## config.mk

```make
export PLATFORM = sky130hd
export DESIGN_NAME = isc_start
export DESIGN_NICKNAME = d
export VERILOG_FILES = /design/src/shared/isc_pkg.sv /design/src/hdl/isc_start.sv
export VERILOG_INCLUDE_DIRS = /design/src /design/src/shared
export SDC_FILE = /design/constraint.sdc
export NUM_CORES = 1
export LEC_CHECK = 0
export ABC_AREA = 1
export BUFFER_PORTS_ARGS = -buffer_cell sky130_fd_sc_hd__clkbuf_2
export CAP_MARGIN = 20
export CORE_AREA = 2 2 107 83
export CTS_BUF_LIST = sky130_fd_sc_hd__clkbuf_4 sky130_fd_sc_hd__clkbuf_8
export DETAILED_ROUTE_END_ITERATION = 8
export DIE_AREA = 0 0 109 85
export GPL_TIMING_DRIVEN = 0
export PLACE_DENSITY = 0.92
export SKIP_CTS_REPAIR_TIMING = 1
export SKIP_LAST_GASP = 1
export SLEW_MARGIN = 15
export SYNTH_ARGS = -nofsm -noshare
export SYNTH_HDL_FRONTEND = slang
export SYNTH_SLANG_ARGS = --single-unit
```

## constraint.sdc

```tcl
create_clock -name hclk -period 2 [get_ports hclk]
set_clock_uncertainty 0.05 [all_clocks]
set_input_delay 0.1 -clock hclk [delete_from_list [all_inputs] [get_ports hclk]]
set_output_delay 0.1 -clock hclk [all_outputs]
set_load 0.05 [all_outputs]
```

## src/shared/isc_defs.svh

```systemverilog
// Overview of operation
// Either line low at start: collision
// SCL low before SDA driven: collision
// Sample both lines throughout start
// Collision abandons the start sequence
// Collision sets bus collision flag
// Collision returns port to idle
// Start begins with both lines released
// SDA high: load countdown from rate[6:0]
// First countdown: SCL low is collision
// SDA low early: reset count, drive SDA
// Countdown expiry drives SDA low
// Reload and count down second time
// Second countdown ignores SCL low
// Second expiry drives SCL low, done
// Competing starts not flagged; arbitrate later
// Mask shares address with rate register
// Slave mode shows alternate second-control bits; the code reads back ctrl2_q unchanged in every mode
// Port works only with enable bit five
// Flag sticky; start request cleared on abort
`ifndef ISC_DEFS_SVH
`define ISC_DEFS_SVH
`define ISC_OFF_BUFFER   12'h000
`define ISC_OFF_RATE     12'h004
`define ISC_OFF_CTRL1    12'h008
`define ISC_OFF_CTRL2    12'h00c
`define ISC_OFF_STATUS   12'h010
`define ISC_OFF_IRQ_STAT 12'h014
`define ISC_OFF_IRQ_MASK 12'h018
`define ISC_BIT_ENABLE   5
`define ISC_BIT_START    0
`define ISC_BIT_SBIT     3
`define ISC_IRQ_BCL      0
`define ISC_IRQ_DONE     1
`define ISC_MODE_MASTER  4'h8
`define ISC_MODE_MSK_A   4'h6
`define ISC_MODE_MSK_B   4'he
`define ISC_RESET_BYTE   8'h00
`endif

```

## src/shared/isc_pkg.sv

```systemverilog
package isc_pkg;
    typedef enum logic [2:0] {
        ISC_IDLE  = 3'b000,
        ISC_CHECK = 3'b001,
        ISC_CNT1  = 3'b011,
        ISC_CNT2  = 3'b010,
        ISC_DONE  = 3'b110
    } isc_state_type;
endpackage : isc_pkg

```

## src/hdl/isc_start.sv

```systemverilog
// Our own choices: the register offsets and the AHB-Lite interface to the registers.
`timescale 1ns/1ps
`include "isc_defs.svh"
module isc_start
    import isc_pkg::*;
(
    input  wire logic        hclk,
    input  wire logic        hresetn,
    input  wire logic        hsel,
    input  wire logic [11:0] haddr,
    input  wire logic [1:0]  htrans,
    input  wire logic        hwrite,
    input  wire logic [2:0]  hsize,
    input  wire logic        hready,
    input  wire logic [31:0] hwdata,
    output logic      [31:0] hrdata,
    output logic             hreadyout,
    output logic             hresp,
    input  wire logic        sda_in,
    input  wire logic        scl_in,
    output logic             sda_out,
    output logic             sda_oe,
    output logic             scl_out,
    output logic             scl_oe,
    output logic             irq
);
    logic [1:0]    sda_sync_q;
    logic [1:0]    scl_sync_q;
    logic          wr_pend_q;
    logic [11:0]   wr_addr_q;
    logic [7:0]    buffer_q;
    logic [7:0]    rate_q;
    logic [7:0]    mask_q;
    logic [7:0]    ctrl1_q;
    logic [7:0]    ctrl2_q;
    logic [1:0]    irq_stat_q;
    logic [1:0]    irq_mask_q;
    logic          sbit_q;
    logic [6:0]    count_q;
    isc_state_type state_q;
    logic          sda_drv_q;
    logic          scl_drv_q;
    logic          bcl_evt;
    logic          done_evt;
    logic          enabled;
    logic          slave_msk;
    logic          sda_hi;
    logic          scl_hi;
    logic          rd_req;
    logic          wr_en;
    logic [7:0]    wbyte;
    logic [7:0]    rd_byte;
    logic [1:0]    evt_vec;
    // Register bus strobes
    logic          wr_buf;
    logic          wr_rate;
    logic          wr_ctrl1;
    logic          wr_ctrl2;
    logic          wr_stat;
    logic          wr_imask;
    logic          master_mode;
    // Collision terms
    logic          clash_begin;
    logic          clash_count;

    // Data line synchroniser, idles high
    always_ff @(posedge hclk or negedge hresetn) begin
        if (!hresetn) begin
            sda_sync_q <= 2'h3;
        end else begin
            sda_sync_q <= {sda_sync_q[0], sda_in};
        end
    end

    // Clock line synchroniser, idles high
    always_ff @(posedge hclk or negedge hresetn) begin
        if (!hresetn) begin
            scl_sync_q <= 2'h3;
        end else begin
            scl_sync_q <= {scl_sync_q[0], scl_in};
        end
    end
    assign sda_hi = sda_sync_q[1];
    assign scl_hi = scl_sync_q[1];

    // Mode decode
    assign enabled   = ctrl1_q[`ISC_BIT_ENABLE];
    assign slave_msk = (ctrl1_q[3:0] == `ISC_MODE_MSK_A) ||
                       (ctrl1_q[3:0] == `ISC_MODE_MSK_B);
    assign master_mode = (ctrl1_q[3:0] == `ISC_MODE_MASTER);

    // Bus address phase capture
    assign rd_req = hsel && hready && htrans[1] && !hwrite;

    // Write pending into the data phase
    always_ff @(posedge hclk or negedge hresetn) begin
        if (!hresetn) begin
            wr_pend_q <= 1'b0;
        end else if (hready) begin
            wr_pend_q <= hsel && htrans[1] && hwrite;
        end
    end

    // Address held for the write data phase
    always_ff @(posedge hclk or negedge hresetn) begin
        if (!hresetn) begin
            wr_addr_q <= 12'h000;
        end else if (hready) begin
            wr_addr_q <= haddr;
        end
    end
    assign wr_en = wr_pend_q;
    assign wbyte = hwdata[7:0];

    // Register write strobes
    assign wr_buf   = wr_en && (wr_addr_q == `ISC_OFF_BUFFER);
    assign wr_rate  = wr_en && (wr_addr_q == `ISC_OFF_RATE);
    assign wr_ctrl1 = wr_en && (wr_addr_q == `ISC_OFF_CTRL1);
    assign wr_ctrl2 = wr_en && (wr_addr_q == `ISC_OFF_CTRL2);
    assign wr_stat  = wr_en && (wr_addr_q == `ISC_OFF_IRQ_STAT);
    assign wr_imask = wr_en && (wr_addr_q == `ISC_OFF_IRQ_MASK);

    // Read mux
    always_comb begin
        rd_byte = 8'h00;
        unique case (haddr)
            `ISC_OFF_BUFFER:   rd_byte = buffer_q;
            `ISC_OFF_RATE:     rd_byte = slave_msk ? mask_q : rate_q;
            `ISC_OFF_CTRL1:    rd_byte = ctrl1_q;
            `ISC_OFF_CTRL2:    rd_byte = ctrl2_q;
            `ISC_OFF_STATUS:   rd_byte = {4'h0, sbit_q, 3'h0};
            `ISC_OFF_IRQ_STAT: rd_byte = {6'h00, irq_stat_q};
            `ISC_OFF_IRQ_MASK: rd_byte = {6'h00, irq_mask_q};
            default:           rd_byte = 8'h00;
        endcase
    end

    // Read data, held until the next read
    always_ff @(posedge hclk or negedge hresetn) begin
        if (!hresetn) begin
            hrdata <= 32'h0000_0000;
        end else if (rd_req) begin
            hrdata <= {24'h00_0000, rd_byte};
        end
    end

    // Zero wait states, always an okay response
    always_ff @(posedge hclk or negedge hresetn) begin
        if (!hresetn) begin
            hreadyout <= 1'b1;
            hresp     <= 1'b0;
        end else begin
            hreadyout <= 1'b1;
            hresp     <= 1'b0;
        end
    end

    // Transfer buffer
    always_ff @(posedge hclk or negedge hresetn) begin
        if (!hresetn) begin
            buffer_q <= `ISC_RESET_BYTE;
        end else if (wr_buf) begin
            buffer_q <= wbyte;
        end
    end

    // Rate and mask share one offset
    always_ff @(posedge hclk or negedge hresetn) begin
        if (!hresetn) begin
            rate_q <= `ISC_RESET_BYTE;
            mask_q <= 8'hff;
        end else if (wr_rate && slave_msk) begin
            mask_q <= wbyte;
        end else if (wr_rate) begin
            rate_q <= wbyte;
        end
    end

    // First control register
    always_ff @(posedge hclk or negedge hresetn) begin
        if (!hresetn) begin
            ctrl1_q <= `ISC_RESET_BYTE;
        end else if (wr_ctrl1) begin
            ctrl1_q <= wbyte;
        end
    end

    // Interrupt mask
    always_ff @(posedge hclk or negedge hresetn) begin
        if (!hresetn) begin
            irq_mask_q <= 2'h0;
        end else if (wr_imask) begin
            irq_mask_q <= wbyte[1:0];
        end
    end

    // Second control: start request self-clears on finish or abort
    always_ff @(posedge hclk or negedge hresetn) begin
        if (!hresetn) begin
            ctrl2_q <= `ISC_RESET_BYTE;
        end else begin
            if (wr_ctrl2) begin
                ctrl2_q <= wbyte;
            end
            if (bcl_evt || done_evt || !enabled) begin
                ctrl2_q[`ISC_BIT_START] <= 1'b0;
            end
        end
    end

    // Start sequencer
    always_ff @(posedge hclk or negedge hresetn) begin
        if (!hresetn) begin
            state_q   <= ISC_IDLE;
            count_q   <= 7'h00;
            sda_drv_q <= 1'b0;
            scl_drv_q <= 1'b0;
        end else if (!enabled || bcl_evt) begin
            state_q   <= ISC_IDLE;
            sda_drv_q <= 1'b0;
            scl_drv_q <= 1'b0;
            count_q   <= 7'h00;
        end else begin
            unique case (state_q)
                // Wait for a start request in master mode
                ISC_IDLE: begin
                    if (ctrl2_q[`ISC_BIT_START] && master_mode) begin
                        state_q   <= ISC_CHECK;
                        sda_drv_q <= 1'b0;
                        scl_drv_q <= 1'b0;
                    end
                end
                // Lines looked at once, then first count
                ISC_CHECK: begin
                    state_q <= ISC_CNT1;
                    count_q <= rate_q[6:0];
                end
                // First count, data line still released
                ISC_CNT1: begin
                    if (!sda_hi || count_q == 7'h00) begin
                        sda_drv_q <= 1'b1;
                        count_q   <= rate_q[6:0];
                        state_q   <= ISC_CNT2;
                    end else begin
                        count_q <= count_q - 7'h01;
                    end
                end
                // Second count, data line held low
                ISC_CNT2: begin
                    if (count_q == 7'h00) begin
                        scl_drv_q <= 1'b1;
                        state_q   <= ISC_DONE;
                    end else begin
                        count_q <= count_q - 7'h01;
                    end
                end
                // One cycle to report the finished start
                ISC_DONE: begin
                    state_q <= ISC_IDLE;
                end
                default: state_q <= ISC_IDLE;
            endcase
        end
    end

    // Either line low as the start begins
    assign clash_begin = (state_q == ISC_CHECK) &&
                         (!sda_hi || !scl_hi);

    // Clock low while data still high in first count
    assign clash_count = (state_q == ISC_CNT1) && sda_hi &&
                         !scl_hi;

    // Collision detection while starting
    always_comb begin
        bcl_evt = 1'b0;
        if (enabled && (clash_begin || clash_count)) begin
            bcl_evt = 1'b1;
        end
    end

    // Start finished, lasts one cycle
    assign done_evt = (state_q == ISC_DONE);

    // Start-seen status bit
    always_ff @(posedge hclk or negedge hresetn) begin
        if (!hresetn) begin
            sbit_q <= 1'b0;
        end else if (!enabled || bcl_evt) begin
            sbit_q <= 1'b0;
        end else if (done_evt) begin
            sbit_q <= 1'b1;
        end
    end

    // Event vector, collision in bit zero
    assign evt_vec = {done_evt, bcl_evt};

    // Sticky events, write one to clear, set wins
    generate
        for (genvar i = 0; i < 2; i++) begin : g_evt
            always_ff @(posedge hclk or negedge hresetn) begin
                if (!hresetn) begin
                    irq_stat_q[i] <= 1'b0;
                end else if (evt_vec[i]) begin
                    irq_stat_q[i] <= 1'b1;
                end else if (wr_stat && wbyte[i]) begin
                    irq_stat_q[i] <= 1'b0;
                end
            end
        end
    endgenerate

    // Data pin, open drain, enable pulls low
    always_ff @(posedge hclk or negedge hresetn) begin
        if (!hresetn) begin
            sda_oe  <= 1'b0;
            sda_out <= 1'b0;
        end else begin
            sda_oe  <= sda_drv_q;
            sda_out <= 1'b0;
        end
    end

    // Clock pin, open drain, enable pulls low
    always_ff @(posedge hclk or negedge hresetn) begin
        if (!hresetn) begin
            scl_oe  <= 1'b0;
            scl_out <= 1'b0;
        end else begin
            scl_oe  <= scl_drv_q;
            scl_out <= 1'b0;
        end
    end

    // Level interrupt from unmasked events
    always_ff @(posedge hclk or negedge hresetn) begin
        if (!hresetn) begin
            irq <= 1'b0;
        end else begin
            irq <= |(irq_stat_q & irq_mask_q);
        end
    end
endmodule : isc_start

```

# ---- Word level (Yosys, flattened, before mapping)
# Index checks and enable logic that the tools add are counted.
dict set report op_classes {
  addsub 1
  eq_ne 22
  n_mux 27
  n_bitwise 2
  reduce_logical 47
}
# op count
set ops {}
lappend ops {{equality test 12 x 5 -> 1 bit (second input constant)} 5}
lappend ops {{one-hot mux 8 bit (7 select lines)} 1}
lappend ops {{equality test 12 x 4 -> 1 bit (second input constant)} 4}
lappend ops {{equality test 12 x 3 -> 1 bit (second input constant)} 2}
lappend ops {{logical NOT 12 bit} 2}
lappend ops {{two-way mux 7 bit} 3}
lappend ops {{one-hot mux 7 bit (3 select lines)} 1}
lappend ops {{logical AND 1 bit} 19}
lappend ops {{two-way mux 1 bit} 14}
lappend ops {{two-way mux 3 bit} 4}
lappend ops {{one-hot mux 3 bit (4 select lines)} 1}
lappend ops {{inequality test 3 bit (second input constant)} 3}
lappend ops {{AND reduction 3 bit} 3}
lappend ops {{equality test 4 bit (second input constant)} 2}
lappend ops {{two-way mux 8 bit} 1}
lappend ops {{nonzero test 2 bit} 4}
lappend ops {{logical NOT 7 bit} 1}
lappend ops {{logical OR 1 bit} 7}
lappend ops {{subtractor 7 x 1 -> 7 bit (second input constant)} 1}
lappend ops {{equality test 3 x 2 -> 1 bit (second input constant)} 2}
lappend ops {{nonzero test 3 bit} 2}
lappend ops {{equality test 4 x 3 -> 1 bit (second input constant)} 1}
lappend ops {{logical NOT 1 bit} 4}
lappend ops {{one-hot mux 1 bit (2 select lines)} 2}
lappend ops {{9 further kinds} 10}
dict set report totals {
  register_bits 85
  input_bits 56
}

# ---- Logic depth before layout (Yosys ltp)
dict set report depth {
  depth_word 9
  ltp_mapped 11
  mapped_depth_nobuf 11
}

# ---- Worst setup path before layout
# Ideal clock, no wire load.
dict set report synth_path {
  kind {reg-to-reg}
  start {register count_q[0]}
  end {register count_q[5]}
  setup_time_ns 0.121
  arrival_time_ns 1.322
  t_required_ns 1.829
  path_slack_ns 0.507
  stages_incl_launch_ff 10
  n_path_buf 0
  period_less_slack_ns 1.493
  path_cell_list {dfrtp_1 -> inv_1 -> ha_1 -> inv_1 -> nor2_1 -> nand3_2 -> o21bai_2 -> inv_2 -> o21ai_0 -> nor2_1}
}
dict set report synth_via {
  elab_chain_cells 5
  word_cells_on_any_way 9
}
# element line_no
set synth_rtl {}
lappend synth_rtl {{start, declared} isc_start.sv:39} ;# logic [6:0] count_q;
lappend synth_rtl {{start signal, assigned} isc_start.sv:236} ;# count_q <= rate_q[6:0];
lappend synth_rtl {{start signal, assigned} isc_start.sv:242} ;# count_q <= rate_q[6:0];
lappend synth_rtl {{start signal, assigned} isc_start.sv:245} ;# count_q <= count_q - 7'h01;
lappend synth_rtl {{branches (longest 5 deep; another with subtractor 7 x 1 -> 7 bit)} -}
# Parallel ways; which one is timed is not known. The select of a mux whose other input is x is not followed.
# A chain may end at the register's enable or synchronous reset.

# ---- Worst setup path after layout
dict set report layout_path {
  start {input haddr[8]}
  end {register hrdata[1]}
}
dict set report layout_via {
  elab_chain_cells 2
  word_cells_on_any_way 8
}
# element line_no
set layout_rtl {}
lappend layout_rtl {{start, declared} isc_start.sv:10} ;# input wire logic [11:0] haddr,
lappend layout_rtl {{equality test 12 x 5 -> 1 bit, or another cell as far along} isc_start.sv:126} ;# unique case (haddr)
lappend layout_rtl {{one-hot mux 8 bit (7 select lines) *} isc_start.sv:126}
lappend layout_rtl {{end signal, assigned} isc_start.sv:143} ;# hrdata <= {24'h00_0000, rd_byte};
lappend layout_rtl {{end, declared} isc_start.sv:16} ;# output logic [31:0] hrdata,
# Mark *: on every way between the ends. The rest lies on a longest branch, timed or not.

==> run_results.csv <==
group,metric,value,unit
run_status,status,"finished, violations left",
run_status,violations,"hold timing",
setup_path,startpoint_type,"input port",
detailed_routing,vias,4020,
synthesis,synth_top_family_by_area,"simple AND/OR/NAND/NOR gates",
layout,finalNonFillerCells,765,
timing,setup_tns,0,ns
global_route,grt_pass1_wl,17500,µm
placement,dp_cells,727,
global_route,antenna_found_initial,0,
die,dieArea,9270,µm²
setup_path,cp_max_fo,7,
synthesis,yosys.area.top_type,"dfrtp_1",
synthesis,synth_ff_type,"dfrtp_1",
die,rows,29,
timing,finalSetupViolCount,0,
die,coreArea,8240,µm²
timing,hold_viol_final,4,
synthesis,synth_edf_count,0,
global_route,grt_pass1_vias,3771,
clock_tree,cts_root_buffer,"clkbuf_8",
global_route,grt-ovfl-total,0,
global_route,grt_usage,24.1,%
setup_path,crit_type,"in -> reg",
timing,period_minus_slack,1.89,ns
layout,nNetsFinal,710,
synthesis,ys_warn_count,0,
synthesis,synthDistinctLibCells,40,
power_and_ir_drop,vdd_drop_max,0.511,mV
clock_tree,cts.reportedPaths.clkPinSlew,0.08,ns
detailed_routing,drt_iter0_drc,288,
clock_tree,clk_path_buf_depth,2,
detailed_routing,dr.pass1.iters,5,
setup_path,cp.arrival,2.14,ns
setup_path,endpoint_kind,"flip-flop",
global_route,grt_max_degree,52,
timing,tightest_slew,0.691,ns
synthesis,synth_xor_area_share,0.953,%
clock_tree,cts_tree,"done",
clock_tree,clk_latency,0.37,ns
detailed_routing,routed_wl,10700,µm
detailed_routing,drc_errors,0,
detailed_routing,wl_per_cell,14.0,µm
timing,holdWs,-0.0453,ns
timing,slew_viol_final,0,
placement,postPlaceCellArea,5040,µm²
synthesis,synthSimpleGateAreaFrac,29.4,%
setup_path,ff2ff_path_depth,8,
timing,slew_headroom,53.9,%
clock_tree,ctsHtreeMaxLevel,3,
job,cap_violations,0,
clock_tree,numClockSinks,85,
synthesis,syn_inst,554,
power_and_ir_drop,total_power,0.00505,W
die,die_x,109,µm
die,die_h,85,µm
layout,finalInstanceArea,5490,µm²
clock_tree,cts_made_buffers,9,
synthesis,synthMuxAreaShare,0,%
synthesis,ys_seq_area_share,46.6,%
die,ios,95,
power_and_ir_drop,power_density,921,nW/µm²
synthesis,syn_area,4590,µm²
setup_path,worstReg2RegStart,"count_q[0]",
setup_path,rrSetupSlack,0.19,ns
timing,timing.final.crit_share,94.5,%
setup_path,cp_data_required_time,2.25,ns
layout,drive_above_1_share,23.6,%
layout,num_antenna_cells,0,
min_path,hold_class,"in -> reg",
synthesis,synth-compound-area-share,10.5,%
timing,clock.fmax,0.529,GHz
synthesis,synthTopCellsByArea,"dfrtp_1 (40%), nand2_1 (9.4%), dfstp_2 (6.9%), nor2_1 (5.5%), nand3_1 (5.0%)",
power_and_ir_drop,leakage,2.90,nW
synthesis,ys_seq_elements,85,
synthesis,synthAdderAreaFrac,0.545,%
placement,io_buffers,38,
synthesis,async_reset_ff_share,100,%
min_path,hold_start,"hwdata[2]",
placement,hpwl,7830,µm
detailed_routing,viasPerCell,5.25,
setup_path,timing.rr.end,"count_q[4]",
min_path,holdPathStages,3,
min_path,holdPathEnd,"buffer_q[2]",
detailed_routing,ant_nets,0,
layout,area_growth,19.5,%
synthesis,avgSynthCellArea,8.29,µm²
placement,finalWeightedCongestion,0.908,
die,initial_core_util,55.8,%
synthesis,synth_top_area_share,39.8,%
## cell usage after synthesis, drive strengths merged, types with 2 or more instances
cell	instances
nand2	122
clkinv	2
nor2	74
dfstp	12
clkbuf	2
xnor2	2
ha	2
xor2	3
nand3	54
buf	36
inv	66
o21ai	64
nand4	13
dfrtp	73
nand3b	8
a21oi	11
conb	2
nor3	3
## metrics by stage
stage | setup WS, ns | util [%] | hold WS, ns
after floorplan | 0.507 | - | -0.246
after global placement | -0.0934 | 60.9 | 0.144
after detailed placement | 0.244 | 61.2 | 0.141
after CTS | 0.209 | 64.0 | -0.242
after global routing | -0.0142 | 66.6 | -0.00187
final | 0.110 | 66.6 | -0.0453
## placed cells by master (no fill, tap or decap), types with 7 or more instances in the layout
cell type      instances
o21ai_2               17
nand3_1               46
nand2_2                7
buf_4                 29
clkbuf_2              37
clkbuf_8              11
nand2_1              115
dfrtp_1               73
inv_1                 61
nor2_1                67
o21ai_0               36
o21ai_1               10
dfstp_2               12
dlygate4sd3_1         22
a21oi_1               11
nand4_1               10
conb_1                28
nand3b_1               7
## state kept, by name, indices dropped and copies added (netlist names), 2 cells and up
| register | cells |
|---|---|
| irq_stat_q | 2 |
| ctrl1_q | 8 |
| irq_mask_q | 2 |
| buffer_q | 8 |
| count_q | 7 |
| hrdata | 8 |
| wr_addr_q | 12 |
| state_q | 3 |
| mask_q | 8 |
| ctrl2_q | 8 |
| scl_sync_q | 2 |
| rate_q | 8 |
| sda_sync_q | 2 |
## area by class of cell
cell class                      instances  area, µm²
Multi-Input combinational cell        389       2010
Sequential cell                        85       2140
Tap cell                              108        135
Fill cell                             646       2750
Inverter                               68        258
Timing Repair Buffer                   61        433
Clock buffer                           12        159
Buffer                                 38        285
Clock inverter                          4       70.1
## worst max-delay path by stage
stage | start | endpoint
floorplan | count_q[0] | count_q[5]
global placement | hresetn | sda_oe
detailed placement | count_q[0] | count_q[1]
CTS | count_q[0] | count_q[4]
global route | haddr[8] | hrdata[1]
finish | haddr[8] | hrdata[1]
## routing by layer
metal  global-route usage [%]  routed length, µm
met1                     32.6               4510
met3                     6.37                860
met5                        0                  0
met2                     37.7               5050
met4                     8.16                273
## report_power, final
| group | switching, W | internal (W) | total, W |
|---|---|---|---|
| Clock | 0.000616 | 0.000782 | 0.00140 |
| Combinational | 0.00107 | 0.000509 | 0.00158 |
| Sequential | 0.000147 | 0.00193 | 0.00208 |
## worst max-delay path: stages
cell	delay [ns]
dlygate4sd3_1	0.58
clkbuf_2	0.15
nor2_1	0.11
nand2_1	0.18
nor2_2	0.35
nand2_1	0.24
nor2_1	0.18
nor2_1	0.07
nand2_1	0.07
nand2_1	0.05
nand2_1	0.06
## kinds of logic after synthesis
kind of cell	count (synthesis)
adder cells (fa/ha/maj)	2
flip-flops	85
AO/OA/AOI/OAI	79
other	2
AND/OR/NAND/NOR	275
XOR/XNOR	5
buffers and inverters	106
Power figures use the tool's default switching activity.
